`src/rtl/erd_pkg.sv`:
```
// Purpose: shared constants and types for the rx descriptor dma
// Assumes: 32-bit system bus, 32-bit apb, little-endian descriptors
// Notes: apb map and frame flag order are local choices
// Overview of operation
// - word 0 bit 31 set means dma owns; dma clears it when done.
// - bit 30 on destination filter fail, bit 13 on source filter fail.
// - frame length in bits 29:16, written only in the last descriptor.
// - bit 15 is the or of bits 0,1,3,4,6,7,11,14.
// - bit 14 when buffer too small and next descriptor host-owned.
// - bit 12 length mismatch, only with frame type set, crc good.
// - bit 11 when receive fifo overflowed during the frame.
// - bit 10 vlan tagged; bit 5 ethernet type, clear for 802.3.
// - bit 9 on first buffer descriptor, bit 8 on last one.
// - bit 7 header checksum error if checking, else giant over 1518.
// - bit 6 on late collision in half duplex.
// - bit 4 on receive watchdog timeout.
// - bit 3 when phy error and data valid both asserted.
// - bit 2 dribble, non-whole byte count, only in mii mode.
// - bit 1 crc error, only in the last descriptor.
// - bit 0 address block 1-15 hit, or payload checksum with offload.
// - control bit 31 suppresses the receive-complete status pulse.
// - end-of-ring bit 25 makes the list base the next address.
// - chain bit 24: buffer-2 word is next pointer; ring overrides.
// - any buffer address accepted; low address bits ignored.

package erd_pkg;
    // ****************************************************************
    // apb register map
    // ****************************************************************
    localparam logic [7:0] ERD_OFS_CTRL = 8'h00;
    localparam logic [7:0] ERD_OFS_BASE = 8'h04;
    localparam logic [7:0] ERD_OFS_POLL = 8'h08;
    localparam logic [7:0] ERD_OFS_STAT = 8'h0c;
    localparam logic [7:0] ERD_OFS_CUR = 8'h10;
    localparam logic [7:0] ERD_OFS_FCNT = 8'h14;
    localparam int ERD_CTRL_EN = 0;
    localparam int ERD_CTRL_HCHK = 1;
    localparam int ERD_CTRL_FOFF = 2;
    localparam int ERD_CTRL_MII = 3;
    localparam int ERD_CTRL_W = 4;
    localparam logic [3:0] ERD_CTRL_RST = 4'h0;

    // ****************************************************************
    // descriptor layout
    // ****************************************************************
    localparam int ERD_OWN = 31;
    localparam int ERD_NOIRQ = 31;
    localparam int ERD_RING = 25;
    localparam int ERD_CHAIN = 24;
    localparam int ERD_BS2_HI = 21;
    localparam int ERD_BS2_LO = 11;
    localparam int ERD_BS1_HI = 10;
    localparam int ERD_BS_W = 11;
    localparam int ERD_LEN_W = 14;
    localparam logic [31:0] ERD_DESC_BYTES = 32'h0000_0010;
    localparam logic [31:0] ERD_WORD_BYTES = 32'h0000_0004;
    localparam logic [13:0] ERD_GIANT_LEN = 14'd1518;

    // ****************************************************************
    // frame flag vector positions
    // ****************************************************************
    localparam int ERD_FL_DEST = 0;
    localparam int ERD_FL_SRC = 1;
    localparam int ERD_FL_LENMIS = 2;
    localparam int ERD_FL_OVF = 3;
    localparam int ERD_FL_VLAN = 4;
    localparam int ERD_FL_ETH = 5;
    localparam int ERD_FL_HCSUM = 6;
    localparam int ERD_FL_LCOL = 7;
    localparam int ERD_FL_WDOG = 8;
    localparam int ERD_FL_RXER = 9;
    localparam int ERD_FL_DRIB = 10;
    localparam int ERD_FL_CRC = 11;
    localparam int ERD_FL_ABLK = 12;
    localparam int ERD_FL_PCSUM = 13;
    localparam int ERD_FL_W = 14;

    typedef enum logic [2:0] {
        ERD_IDLE, ERD_FETCH, ERD_PEEK, ERD_WAIT, ERD_WRITE, ERD_SUSP
    } erd_state_e;
endpackage

```
`src/rtl/erd_stat_if.sv`:
```
// Purpose: carries one frame's facts to the status packer
// Assumes: single ref_clk domain, combinational use only
// Notes: word is the finished descriptor status word
`timescale 1ns/1ps
`default_nettype none
interface erd_stat_if;
    import erd_pkg::*;
    logic [ERD_FL_W-1:0] flags;
    logic [ERD_LEN_W-1:0] len;
    logic first;
    logic last;
    logic desc_err;
    logic hdr_chk;
    logic full_off;
    logic mii;
    logic [31:0] word;
    modport pack (input flags, len, first, last, desc_err, hdr_chk,
        full_off, mii, output word);
    modport user (output flags, len, first, last, desc_err, hdr_chk,
        full_off, mii, input word);
endinterface
`default_nettype wire

```
`src/rtl/erd_status_pack.sv`:
```
// Purpose: builds the status word written back to descriptor word 0
// Assumes: flags stable while the write is pending
// Notes: purely combinational
`timescale 1ns/1ps
`default_nettype none
module erd_status_pack
    import erd_pkg::*;
(
    // frame facts in, word out
    erd_stat_if.pack s
);
    logic err_sum;
    logic [31:0] w;

    // ****************************************************************
    // field assembly
    // ****************************************************************
    always_comb begin
        w = 32'h0000_0000;
        w[31] = 1'b0;
        w[30] = s.flags[ERD_FL_DEST];
        w[13] = s.flags[ERD_FL_SRC];
        w[29:16] = s.last ? s.len : 14'h0000;
        w[14] = s.desc_err;
        w[12] = s.flags[ERD_FL_LENMIS] & s.flags[ERD_FL_ETH]
            & ~s.flags[ERD_FL_CRC];
        w[11] = s.flags[ERD_FL_OVF];
        w[10] = s.flags[ERD_FL_VLAN];
        w[5] = s.flags[ERD_FL_ETH];
        w[9] = s.first;
        w[8] = s.last;
        w[7] = s.hdr_chk ? s.flags[ERD_FL_HCSUM] : (s.len > ERD_GIANT_LEN);
        w[6] = s.flags[ERD_FL_LCOL];
        w[4] = s.flags[ERD_FL_WDOG];
        w[3] = s.flags[ERD_FL_RXER];
        w[2] = s.flags[ERD_FL_DRIB] & s.mii;
        w[1] = s.flags[ERD_FL_CRC] & s.last;
        w[0] = s.full_off ? s.flags[ERD_FL_PCSUM] : s.flags[ERD_FL_ABLK];
        err_sum = w[0] | w[1] | w[3] | w[4] | w[6] | w[7] | w[11] | w[14];
        w[15] = err_sum;
        s.word = w;
    end
endmodule // erd_status_pack
`default_nettype wire

```
`src/rtl/erd_next_addr.sv`:
```
// Purpose: next descriptor address from ring and chain bits
// Assumes: descriptors 16 bytes apart when neither bit is set
// Notes: low address bits below the bus width are dropped from ring and chain targets
`timescale 1ns/1ps
`default_nettype none
module erd_next_addr
    import erd_pkg::*;
#(
    parameter int ALIGN_BITS = 2
) (
    // descriptor context
    input wire logic [31:0] cur,
    input wire logic [31:0] base,
    input wire logic [31:0] ctrl_word,
    input wire logic [31:0] buf2_word,
    // results
    output logic [31:0] next,
    output logic use_buf2
);
    localparam logic [31:0] MASK = ~((32'h1 << ALIGN_BITS) - 32'h1);

    // ring wins over chain
    always_comb begin
        use_buf2 = ~ctrl_word[ERD_CHAIN] | ctrl_word[ERD_RING];
        if (ctrl_word[ERD_RING]) begin
            next = base & MASK;
        end else if (ctrl_word[ERD_CHAIN]) begin
            next = buf2_word & MASK;
        end else begin
            next = cur + ERD_DESC_BYTES;
        end
    end
endmodule // erd_next_addr
`default_nettype wire

```
`src/rtl/erd_rx_desc_dma.sv`:
```
// Purpose: receive descriptor fetch, ownership and status write-back
// Assumes: memory port answers with a one-cycle mem_gnt, same clock
// Notes: frame data movement is outside; only lengths are tracked
`timescale 1ns/1ps
`default_nettype none
module erd_rx_desc_dma
    import erd_pkg::*;
#(
    parameter int ALIGN_BITS = 2
) (
    // clock and reset
    input wire logic ref_clk,
    input wire logic reset,
    // apb slave
    input wire logic [7:0] paddr,
    input wire logic psel,
    input wire logic penable,
    input wire logic pwrite,
    input wire logic [31:0] pwdata,
    output logic [31:0] prdata,
    output logic pready,
    output logic pslverr,
    // descriptor memory master
    output logic mem_req,
    output logic mem_we,
    output logic [31:0] mem_addr,
    output logic [31:0] mem_wdata,
    input wire logic mem_gnt,
    input wire logic [31:0] mem_rdata,
    // frame end report from receive path
    input wire logic frm_valid,
    input wire logic [ERD_LEN_W-1:0] frm_len,
    input wire logic [ERD_FL_W-1:0] frm_flags,
    output logic frm_ready,
    // receive-complete status pulse
    output logic rx_complete_irq_status
);
    // ****************************************************************
    // state
    // ****************************************************************
    typedef struct packed {
        erd_state_e st;
        logic [1:0] widx;
        logic [31:0] cur;
        logic [31:0] base;
        logic [31:0] w0;
        logic [31:0] w1;
        logic [31:0] w2;
        logic [31:0] w3;
        logic nxt_own;
        logic [ERD_CTRL_W-1:0] ctrl;
        logic poll;
        logic [ERD_LEN_W-1:0] len;
        logic [ERD_FL_W-1:0] flags;
        logic [ERD_LEN_W-1:0] rem;
        logic cont;
        logic [15:0] fcnt;
        logic mem_req;
        logic mem_we;
        logic [31:0] mem_addr;
        logic [31:0] mem_wdata;
        logic pready;
        logic pslverr;
        logic [31:0] prdata;
        logic frm_ready;
        logic irq;
    } erd_regs_s;

    erd_regs_s st_ff;
    erd_regs_s nxt_st;
    logic [31:0] next_addr;
    logic use_buf2;
    logic [ERD_LEN_W-1:0] cap;
    logic fits;
    logic last_now;
    logic de_now;
    logic apb_wr;
    logic [31:0] rd_val;
    logic rd_hit;

    erd_stat_if sif ();

    // ****************************************************************
    // helpers
    // ****************************************************************
    erd_next_addr #(.ALIGN_BITS(ALIGN_BITS)) u_next (
        .cur(st_ff.cur),
        .base(st_ff.base),
        .ctrl_word(st_ff.w1),
        .buf2_word(st_ff.w3),
        .next(next_addr),
        .use_buf2(use_buf2)
    );

    erd_status_pack u_pack (
        .s(sif.pack)
    );

    // capacity of this descriptor; buffer 2 only when not chained or when the ring bit is set
    always_comb begin
        cap = ERD_LEN_W'(st_ff.w1[ERD_BS1_HI:0])
            + (use_buf2 ? ERD_LEN_W'(st_ff.w1[ERD_BS2_HI:ERD_BS2_LO])
                        : {ERD_LEN_W{1'b0}});
        fits = st_ff.rem <= cap;
        de_now = ~fits & ~st_ff.nxt_own;
        last_now = fits | ~st_ff.nxt_own;
    end

    // frame facts toward the packer
    assign sif.flags = st_ff.flags;
    assign sif.len = st_ff.len;
    assign sif.first = ~st_ff.cont;
    assign sif.last = last_now;
    assign sif.desc_err = de_now;
    assign sif.hdr_chk = st_ff.ctrl[ERD_CTRL_HCHK];
    assign sif.full_off = st_ff.ctrl[ERD_CTRL_FOFF];
    assign sif.mii = st_ff.ctrl[ERD_CTRL_MII];

    // ****************************************************************
    // apb decode
    // ****************************************************************
    always_comb begin
        rd_hit = 1'b1;
        rd_val = 32'h0000_0000;
        unique case (paddr)
            ERD_OFS_CTRL: rd_val = {28'h0000000, st_ff.ctrl};
            ERD_OFS_BASE: rd_val = st_ff.base;
            ERD_OFS_POLL: rd_val = 32'h0000_0000;
            ERD_OFS_STAT: rd_val = {28'h0000000, st_ff.nxt_own, st_ff.st};
            ERD_OFS_CUR: rd_val = st_ff.cur;
            ERD_OFS_FCNT: rd_val = {16'h0000, st_ff.fcnt};
            default: rd_hit = 1'b0;
        endcase
    end

    // write lands at the edge that samples pready high
    assign apb_wr = psel & penable & pwrite & st_ff.pready & rd_hit;

    // ****************************************************************
    // next state
    // ****************************************************************
    always_comb begin
        nxt_st = st_ff;
        nxt_st.irq = 1'b0;
        nxt_st.pready = psel & ~penable;
        if (psel & ~penable) begin
            nxt_st.prdata = rd_val;
            nxt_st.pslverr = ~rd_hit;
        end
        if (apb_wr) begin
            unique case (paddr)
                ERD_OFS_CTRL: nxt_st.ctrl = pwdata[ERD_CTRL_W-1:0];
                ERD_OFS_BASE: nxt_st.base = pwdata;
                ERD_OFS_POLL: nxt_st.poll = 1'b1;
                default: ;
            endcase
        end
        // memory request drops on its grant
        if (st_ff.mem_req & mem_gnt) begin
            nxt_st.mem_req = 1'b0;
        end
        unique case (st_ff.st)
            ERD_IDLE: begin
                if (st_ff.ctrl[ERD_CTRL_EN]) begin
                    nxt_st.cur = st_ff.base;
                    nxt_st.widx = 2'd0;
                    nxt_st.st = ERD_FETCH;
                end
            end
            ERD_FETCH: begin
                if (!st_ff.mem_req) begin
                    nxt_st.mem_req = 1'b1;
                    nxt_st.mem_we = 1'b0;
                    nxt_st.mem_addr = st_ff.cur
                        + ERD_WORD_BYTES * {30'h0, st_ff.widx};
                end else if (mem_gnt) begin
                    nxt_st.widx = st_ff.widx + 2'd1;
                    unique case (st_ff.widx)
                        2'd0: nxt_st.w0 = mem_rdata;
                        2'd1: nxt_st.w1 = mem_rdata;
                        2'd2: nxt_st.w2 = mem_rdata;
                        2'd3: nxt_st.w3 = mem_rdata;
                    endcase
                    if (st_ff.widx == 2'd0 && !mem_rdata[ERD_OWN]) begin
                        nxt_st.poll = 1'b0;
                        nxt_st.st = ERD_SUSP;
                    end else if (st_ff.widx == 2'd3) begin
                        nxt_st.st = ERD_PEEK;
                    end
                end
            end
            // look one descriptor ahead
            ERD_PEEK: begin
                if (!st_ff.mem_req) begin
                    nxt_st.mem_req = 1'b1;
                    nxt_st.mem_we = 1'b0;
                    nxt_st.mem_addr = next_addr;
                end else if (mem_gnt) begin
                    nxt_st.nxt_own = mem_rdata[ERD_OWN];
                    nxt_st.st = st_ff.cont ? ERD_WRITE : ERD_WAIT;
                end
            end
            ERD_WAIT: begin
                if (frm_valid & st_ff.frm_ready) begin
                    nxt_st.len = frm_len;
                    nxt_st.rem = frm_len;
                    nxt_st.flags = frm_flags;
                    nxt_st.st = ERD_WRITE;
                end else if (!st_ff.ctrl[ERD_CTRL_EN]) begin
                    nxt_st.st = ERD_IDLE;
                end
            end
            // status back to word 0, ownership returned
            ERD_WRITE: begin
                if (!st_ff.mem_req) begin
                    nxt_st.mem_req = 1'b1;
                    nxt_st.mem_we = 1'b1;
                    nxt_st.mem_addr = st_ff.cur;
                    nxt_st.mem_wdata = sif.word;
                end else if (mem_gnt) begin
                    nxt_st.cur = next_addr;
                    nxt_st.widx = 2'd0;
                    nxt_st.st = ERD_FETCH;
                    if (last_now) begin
                        nxt_st.cont = 1'b0;
                        nxt_st.fcnt = st_ff.fcnt + 16'h0001;
                        nxt_st.irq = ~st_ff.w1[ERD_NOIRQ];
                    end else begin
                        nxt_st.cont = 1'b1;
                        nxt_st.rem = st_ff.rem - cap;
                    end
                end
            end
            // parked until software polls or disables
            ERD_SUSP: begin
                if (!st_ff.ctrl[ERD_CTRL_EN]) begin
                    nxt_st.st = ERD_IDLE;
                end else if (st_ff.poll) begin
                    nxt_st.poll = 1'b0;
                    nxt_st.widx = 2'd0;
                    nxt_st.st = ERD_FETCH;
                end
            end
            default: nxt_st.st = ERD_IDLE;
        endcase
        // a spill lost to host reclaim drops the frame tail
        if (nxt_st.st != ERD_WRITE && nxt_st.st != ERD_FETCH
            && nxt_st.st != ERD_PEEK) begin
            nxt_st.cont = 1'b0;
        end
        nxt_st.frm_ready = (nxt_st.st == ERD_WAIT) && !nxt_st.cont;
    end

    // ****************************************************************
    // registers
    // ****************************************************************
    always_ff @(posedge ref_clk) begin
        if (reset) begin
            st_ff <= '0;
            st_ff.st <= ERD_IDLE;
            st_ff.ctrl <= ERD_CTRL_RST;
        end else begin
            st_ff <= nxt_st;
        end
    end

    // outputs straight from the state flops
    assign prdata = st_ff.prdata;
    assign pready = st_ff.pready;
    assign pslverr = st_ff.pslverr;
    assign mem_req = st_ff.mem_req;
    assign mem_we = st_ff.mem_we;
    assign mem_addr = st_ff.mem_addr;
    assign mem_wdata = st_ff.mem_wdata;
    assign frm_ready = st_ff.frm_ready;
    assign rx_complete_irq_status = st_ff.irq;
endmodule // erd_rx_desc_dma
`default_nettype wire

```
`config.mk`:
```
export PLATFORM = sky130hd
export DESIGN_NAME = erd_rx_desc_dma
export DESIGN_NICKNAME = d
export VERILOG_FILES = /design/src/rtl/erd_pkg.sv /design/src/rtl/erd_stat_if.sv /design/src/rtl/erd_status_pack.sv /design/src/rtl/erd_next_addr.sv /design/src/rtl/erd_rx_desc_dma.sv
export SDC_FILE = /design/constraint.sdc
export NUM_CORES = 1
export LEC_CHECK = 0
export ABC_AREA = 1
export BUFFER_PORTS_ARGS = -buffer_cell sky130_fd_sc_hd__buf_4
export CORE_ASPECT_RATIO = 0.8
export CORE_MARGIN = 10
export CORE_UTILIZATION = 30
export DETAILED_ROUTE_END_ITERATION = 10
export PLACE_DENSITY = 0.47
export SLEW_MARGIN = 20
export SYNTH_ARGS = -nofsm -noshare
export SYNTH_HDL_FRONTEND = slang
export SYNTH_HIERARCHICAL = 1
export SYNTH_SLANG_ARGS = --single-unit
```
`constraint.sdc`:
```
create_clock -name ref_clk -period 4.9 [get_ports ref_clk]
set_clock_uncertainty 0.2 [all_clocks]
set_input_delay 0.98 -clock ref_clk [delete_from_list [all_inputs] [get_ports ref_clk]]
set_output_delay 0.98 -clock ref_clk [all_outputs]
set_load 0.02 [all_outputs]
```
==> reports/metrics.yaml, run 1 <==
synth:
  syn-cell-area_um2: 17000
  syn_inst: 2593
  yosysWarnings: 6
  syn_area_per_cell_um2: 6.55
  syn_nets: 2733
finish:
  drive_gt1_frac: 0.132
  final_area_um2: 19500
  final_cell_mix: "nand2_1, nor2_1, dfxtp_1, inv_1, o21ai_0"
  fill_cells: 6146
  layout_commonest_cell: "nand2_1"
  area_growth_pct: 15.1
  fin_nets: 2760
  n_antenna_cell: 0
timing:
  setup_ws_ns: 0.647
  hold_viol_final: 0
  slew_headroom: 0.302
  setup_violations: 0
  finalCriticalPeriod_ns: 4.25
  rsz0062_at_grt: "false"
  hold_ws_ns: 0.240
  period_share: 0.868
  fmax_ghz: 0.235
  fin_setup_tns_ns: 0
  drv_slew: 0
  tightest_slew_ns: 1.05
critical_path:
  crit_arrival_ns: 4.51
  cp_top_family: "simple AND/OR/NAND/NOR gates"
  path_max_fanout: 31
  crit_path_cell_trace: "inv_1 -> nand2_1 -> nand2_1 -> inv_1 -> ha_1 -> a21oi_1 -> o21ai_0 -> nor2_1 -> o21ai_0 -> nand2_1 -> nand2_1 -> xor2_1 -> ha_1 -> nand2_1 -> inv_2 -> nand2_1 -> nor2_1 -> nand2_1 -> nand2_2 -> nand3_4 -> nand2_4 -> inv_1 -> nor2_1 -> nor2_1"
  r2r_cells: 24
  crit_cells: 24
  cp_common_cell: "nand2_1"
  slowest_delay_ns: 0.40
  crit_buf_inv: 4
  crit_slowest_cell: "nand2_4"
  startpoint_type: "register"
  crit_type: "register to register"
  crit_path_end_kind: "register"
  required_ns: 5.16
route:
  vias_per_cell: 5.04
  ant_nets: 0
  drc_errors: 0
  wl_per_cell_um: 19.2
  vias: 17118
  drtIter0Drc: 1452
  wl_um: 65300
  first_pass_iters: 6
power:
  p_leak_uw: 0.00842
  vdd_drop_max_uv: 150
  power.density_nw_per_um2: 278
flow_run:
  maxCapViolCount: 0
place:
  dpl_worst_slack_ns: 0.617
  globalplace.congestion: 0.883
  io_buffers: 208
  dp_hpwl_um: 48800
  placed_cell_area_um2: 18300
clocking:
  cts_tree: "yes"
  ctsResizeCount: 0
  clockBufferDepth: 3
  numCtsBuffers: 36
  numClockSinks: 291
  ctsHtreeMaxLevel: 2
  clkSlewWorstSetupHoldPaths_ns: 0.06
  cts_setup_buffers: 0
  cts_hold_buf: 0
  cts-root-buf: "clkbuf_16"
  clock_latency_ns: 0.57
global_routing:
  first_global_vias: 16032
  grt_start_max_net_pins: 92
  grt_pass1_wl_um: 99100
  grt-ovfl-total: 0
  grt.total_usage: 0.189
  antenna_found_initial: 0
floorplan:
  die_y_um: 233
  coreArea_um2: 55700
  die-area_um2: 66600
  initial_utilization: 0.305
  io-pin-count: 209
  rows: 77
  fp.dieW_um: 286
hold_path:
  min_path_type: "register to register"
  min_path_cells: 1
status:
  status: "finished clean"
## registers in the layout, indices dropped and copies added (netlist names), 14 cells and up
signal,cells
sif.len,14
prdata,32
sif.flags,14
mem_wdata,32
mem_addr,32
st_ff,158
## per-stage QoR
stage	power (uW)	utilization	std cells
detailed placement	2610	0.328	3332
floorplan	2500	-	2593
CTS	5520	0.351	3395
global route	5600	0.351	3395
global placement	2610	0.328	3332
finish	5430	0.351	3395
## power by group
part / switching (uW) / internal [uW]
registers: 2.27 / 2370
clock network: 1160 / 1720
logic: 109 / 78.0
total: 1270 / 4170
## area by class of cell
class                           count  area, um2  share of cell area
Clock buffer                       47       1040              0.0533
Timing Repair Buffer              228       1740              0.0889
Inverter                          272       1020              0.0524
Multi-Input combinational cell   1791       8760               0.448
Tap cell                          750        938              0.0480
Sequential cell                   291       5830               0.298
Clock inverter                     16        220              0.0113
## worst register-to-register path, cell delays in order, from the launching register on
cell     delay, ns
dfxtp_1       0.30
inv_1         0.06
nand2_1       0.21
nand2_1       0.14
inv_1         0.04
ha_1          0.33
a21oi_1       0.20
o21ai_0       0.11
nor2_1        0.15
o21ai_0       0.16
nand2_1       0.09
nand2_1       0.06
xor2_1        0.15
ha_1          0.35
nand2_1       0.12
inv_2         0.07
nand2_1       0.08
nor2_1        0.10
nand2_1       0.07
nand2_2       0.11
nand3_4       0.37
nand2_4       0.41
inv_1         0.11
nor2_1        0.10
nor2_1        0.06
## routing by layer
layer | share of wire | global-route usage
met1 | 0.51 | 0.290
met3 | 0.079 | 0.0390
met2 | 0.40 | 0.262
met4 | 0.015 | 0.0401
met5 | 0 | 0
## worst paths after layout
kind / start / endpoint / slack [ns]
worst max-delay path: st_ff[256]$_SDFFE_PP0P_ / st_ff[103]$_SDFFE_PP0P_ / 0.65
worst min-delay path: st_ff[262]$_SDFFE_PP0P_ / rx_complete_irq_status$_SDFF_PP0_ / 0.24
worst max register to register: st_ff[256]$_SDFFE_PP0P_ / st_ff[103]$_SDFFE_PP0P_ / 0.65
worst min register to register: st_ff[262]$_SDFFE_PP0P_ / rx_complete_irq_status$_SDFF_PP0_ / 0.24
(Power assumes the default switching activity.)
==> run 2: changes to the inputs <==
RECOVER_POWER = 100   (was unset)
SKIP_CTS_REPAIR_TIMING = 1   (was unset)
==> run 2 against run 1 <==
Effect of this change:
- the flow now finishes with violations (max-capacitance violations, max-slew violations)
- flip-flop and latch count unchanged
- via count up 0.29%
- cell count about the same
- critical path depth down 16
- first-iteration DRC count up 0.48%
- worst setup slack worse by 0.13 ns
- routed wire length up 0.25%
- clock-buffer cell count unchanged
- largest cell class unchanged
- largest power group unchanged
==> reports/metrics.yaml, run 2 (synthesis gave the netlist of run 1 again) <==
route:
  met2_length_um: 26100
  wl_per_cell_um: 19.3
  vias_per_cell: 5.06
  drc_errors: 0
  wl_met1_um: 33200
  drtIter0Drc: 1459
  routed.top_layer: "met4"
  wl_um: 65500
  wl_met3_um: 5090
  first_pass_iters: 5
  ant_nets: 0
  vias: 17168
clocking:
  cts_tree: "yes"
  clkSlewWorstSetupHoldPaths_ns: 0.06
  clock_latency_ns: 0.58
  cts-root-buf: "clkbuf_16"
  ctsHtreeMaxLevel: 2
  numCtsBuffers: 36
  numClockSinks: 291
  clockBufferDepth: 3
power:
  p_seq_frac: 0.436
  internal-power_uw: 4160
  p_sw_uw: 1270
  power.density_nw_per_um2: 285
  p_comb_frac: 0.034
  clkPwrFrac: 0.530
  p_leak_uw: 0.00793
  swShare: 0.234
  vdd_drop_max_uv: 152
place:
  dpl_worst_slack_ns: 0.617
  globalplace.congestion: 0.883
  io_buffers: 208
  dp_hpwl_um: 48800
flow_run:
  maxCapViolCount: 3
finish:
  final_cell_mix: "nand2_1, nor2_1, dfxtp_1, inv_1, o21ai_0"
  multi_input_area_um2: 8720
  regMostFlops: "st_ff"
  area_growth_pct: 12.4
  drive_gt1_frac: 0.0877
  fin_nets: 2760
  fill_cells: 6245
  largest_reg_flops: 158
  area.sequential_um2: 5830
  layout_commonest_cell: "nand2_1"
timing:
  drv_slew: 214
  finalCriticalPeriod_ns: 4.38
  setup_violations: 0
  fin_setup_tns_ns: 0
  hold_viol_final: 0
  period_share: 0.894
  tightest_slew_ns: 2.73
  fmax_ghz: 0.228
  setup_ws_ns: 0.519
  slew_headroom: -0.820
  rsz0062_at_grt: "false"
critical_path:
  crit_type: "register to register"
  crit_arrival_ns: 4.61
  critPathLaunch: "st_ff[361]$_SDFF_PP0_"
  r2r_cells: 8
  path_max_fanout: 40
  crit_path_end_kind: "register"
  required_ns: 5.13
  startpoint_type: "register"
  reg2reg_from: "st_ff[361]$_SDFF_PP0_"
global_routing:
  first_global_vias: 16032
  grt_start_max_net_pins: 92
  grt-ovfl-total: 0
  grt.total_usage: 0.189
  grt_pass1_wl_um: 99100
  antenna_found_initial: 0
floorplan:
  initial_utilization: 0.305
  rows: 77
  die_y_um: 233
  coreArea_um2: 55700
  fp.dieW_um: 286
  io-pin-count: 209
  die-area_um2: 66600
hold_path:
  min_path_type: "register to register"
  min_path_cells: 1
  hold_start: "st_ff[262]$_SDFFE_PP0P_"
status:
  status: "complete, but fails checks"
  violations: "max-capacitance violations, max-slew violations"
==> run 2: cell count changes in the layout (fill, tap and decap cells not counted), moves of 3 or more <==
cell,change
nand2_1,+3
nor2_1,+4
buf_4,-108
clkbuf_1,+106
inv_2,-3
inv_1,+3
o21ai_0,+4
o21ai_1,-4
==> run 2: cell type report <==
type | instances | share of cell area
well taps | 750 | 0.0492
diodes | 1 | 0.000131
clock inverters | 16 | 0.0115
clock buffers | 47 | 0.0546
inverters | 272 | 0.0535
multi-input cells | 1791 | 0.457
flip-flops and latches | 291 | 0.305
repair buffers | 228 | 0.0692
==> run 2: path summary, 6_finish.rpt <==
path / to / slack [ns]
worst min register to register: rx_complete_irq_status$_SDFF_PP0_ / 0.24
worst max register to register: mem_addr[22]$_SDFFE_PP0P_ / 0.52
worst min-delay path: rx_complete_irq_status$_SDFF_PP0_ / 0.24
worst max-delay path: mem_addr[22]$_SDFFE_PP0P_ / 0.52
==> run 2: per-stage QoR <==
| stage | hold WS (ns) | cells | util | area, um2 | power, uW |
|---|---|---|---|---|---|
| 6_report | 0.241 | 3396 | 0.343 | 19100 | 5430 |
| 5_1_grt | 0.257 | 3395 | 0.343 | 19100 | 5600 |
| 4_1_cts | 0.247 | 3395 | 0.351 | 19500 | 5520 |
| 3_5_place_dp | 0.237 | 3332 | 0.328 | 18300 | 2610 |
| 3_3_place_gp | 0.233 | 3332 | 0.328 | 18300 | 2610 |
| 2_1_floorplan | 0.209 | 2593 | - | 17000 | 2500 |
==> run 2: power by group through the flow <==
stage          Clock [uW]  Sequential (uW)  Combinational [uW]
2_1_floorplan           0             2420                72.2
3_3_place_gp            0             2420                 189
3_5_place_dp            0             2420                 189
4_1_cts              2960             2370                 190
5_1_grt              3030             2370                 198
6_report             2880             2370                 183
==> run 2: critical path: stages, from the launching register on <==
cell,delay (ns)
dfxtp_1,0.50
nor2_1,0.11
nand2_2,0.17
clkbuf_1,1.60
nand3_1,0.30
nand2_2,0.69
inv_2,0.32
o21ai_0,0.24
a21oi_1,0.06
==> run 2: layer usage <==
metal | vias to the layer above | global-route usage
li1 | 8412 | -
met4 | 0 | 0.0401
met1 | 8129 | 0.290
met2 | 571 | 0.262
met5 | - | 0
met3 | 56 | 0.0390
==> run 3: changes to the inputs <==
ABC_AREA = unset   (was 1)
==> run 3 against run 2 <==
Effect of this change:
- the flow still finishes with violations (max-capacitance violations, max-slew violations)
- utilization grew 0.66 points
- maximum frequency fell by 5.5%
- register-to-register slack worse by 0.25 ns
- critical path depth up 14
- area after synthesis decreased by 8.9%
- first-iteration DRC count decreased by 6.6%
- clock power shrank 10%
- cell count shrank 19%
==> reports/metrics.yaml, run 3 <==
status:
  status: "complete, but fails checks"
  violations: "max-capacitance violations, max-slew violations"
global_routing:
  grt_start_max_net_pins: 132
  grt.total_usage: 0.183
  grt_pass1_wl_um: 88100
  antenna_found_initial: 5
  first_global_vias: 14198
  grt-ovfl-total: 0
timing:
  finalCriticalPeriod_ns: 4.63
  tightest_slew_ns: 2.63
  hold_viol_final: 0
  slew_headroom: -0.752
  drv_slew: 183
  period_share: 0.946
  setup_violations: 0
  fmax_ghz: 0.216
  fin_setup_tns_ns: 0
flow_run:
  maxCapViolCount: 5
finish:
  final_cell_mix: "nand2_1, dfxtp_1, a21oi_1, buf_4, nor2_1"
  regMostFlops: "st_ff"
  stdcell_count: 2764
  area_growth_pct: 15.2
  fill_cells: 5555
  layout_commonest_cell: "nand2_1"
  drive_gt1_frac: 0.128
  largest_reg_flops: 158
  fin_nets: 2194
  fin_util: 0.349
power:
  power.density_nw_per_um2: 288
  p_sw_uw: 1190
  clkPwrFrac: 0.506
  internal-power_uw: 3940
  p_leak_uw: 0.00612
  p_seq_frac: 0.462
  p_comb_frac: 0.032
  vdd_drop_max_uv: 170
  swShare: 0.232
clocking:
  ctsHtreeMaxLevel: 2
  numCtsBuffers: 36
  clkSlewWorstSetupHoldPaths_ns: 0.06
  clockBufferDepth: 3
  cts-root-buf: "clkbuf_16"
  cts_tree: "yes"
  numClockSinks: 291
  clock_latency_ns: 0.55
route:
  first_pass_iters: 7
  vias: 14599
  vias_per_cell: 5.28
  drc_errors: 0
  wl_per_cell_um: 21.1
  drtIter0Drc: 1363
  wl_um: 58400
  ant_nets: 0
critical_path:
  required_ns: 5.14
  path_max_fanout: 7
  crit_type: "register to register"
  crit_arrival_ns: 4.88
  crit_path_end_kind: "register"
  rrSetupSlack_ns: 0.27
  startpoint_type: "register"
place:
  dp_hpwl_um: 42100
  globalplace.congestion: 0.885
  dp_cells: 2697
  io_buffers: 208
floorplan:
  die-area_um2: 61100
  coreArea_um2: 51000
  initial_utilization: 0.303
  fp.dieW_um: 274
  io-pin-count: 209
  die_y_um: 223
  rows: 74
hold_path:
  min_path_type: "register to register"
synth:
  syn-cell-area_um2: 15500
  syn_inst: 2001
  yosysWarnings: 6
  syn_area_per_cell_um2: 7.73
  syn_nets: 2141
==> run 3: worst paths after layout <==
path                                                  from                         end  cells past startpoint
worst max-delay path               st_ff[255]$_SDFFE_PP0P_     st_ff[111]$_SDFFE_PP0P_                     22
worst min-delay path            mem_wdata[23]$_SDFFE_PP0P_  mem_wdata[23]$_SDFFE_PP0P_                      2
worst max register to register     st_ff[255]$_SDFFE_PP0P_     st_ff[111]$_SDFFE_PP0P_                     22
worst min register to register  mem_wdata[23]$_SDFFE_PP0P_  mem_wdata[23]$_SDFFE_PP0P_                      2
==> run 3: power by group through the flow <==
stage	logic [uW]	registers, uW	clock network [uW]
3_3_place_gp	165	2420	0
5_1_grt	174	2370	2750
3_5_place_dp	165	2420	0
6_report	162	2370	2590
2_1_floorplan	58.1	2420	0
4_1_cts	165	2370	2670
==> run 3: metrics by stage <==
stage               total power, uW  setup slack, ns  area, um2  hold slack (ns)
finish                         5130            0.266      17800            0.252
global route                   5300          -0.0304      17800            0.271
CTS                            5200          -0.0406      18100            0.252
detailed placement             2590           0.0192      17000            0.244
global placement               2590            0.111      17000            0.237
floorplan                      2480         0.000958      15500            0.201
==> run 3: metal layers <==
metal | routed length (um) | share of wire | GRT usage | up-vias
met1 | 29100 | 0.50 | 0.271 | 7052
li1 | - | - | - | 7034
met2 | 24300 | 0.42 | 0.266 | 453
met3 | 4110 | 0.070 | 0.0421 | 52
met5 | 44 | 0.00075 | 0 | -
met4 | 758 | 0.013 | 0.0354 | 8
==> run 3: layout make-up <==
type                       count  area [um2]  area share
antenna                        1        2.50    0.000140
clock buffer                  51        1060      0.0594
clock inverter                12        70.1     0.00393
inverter                      25        93.8     0.00526
multi-input combinational   1441        8350       0.468
sequential                   291        5830       0.327
tap                          684         856      0.0480
timing repair buffer         259        1570      0.0879
==> run 3: worst max-delay path, stage by stage (launching register included) <==
cell and delay (ns):
dfxtp_2 0.32, inv_1 0.05, nor2_2 0.13, inv_2 0.07, nand2_2 0.09, inv_1 0.05, ha_1 0.26, a21o_1 0.17
a21o_1 0.19, a21oi_2 0.16, o21ai_1 0.10, and4_1 0.21, a2111oi_4 0.29, xor2_1 0.12, ha_1 0.31, nand4_1 0.11
or4_4 0.52, o31ai_4 0.20, buf_6 0.16, o211ai_2 0.12, buf_4 0.20, or3_1 0.34, a21oi_1 0.15
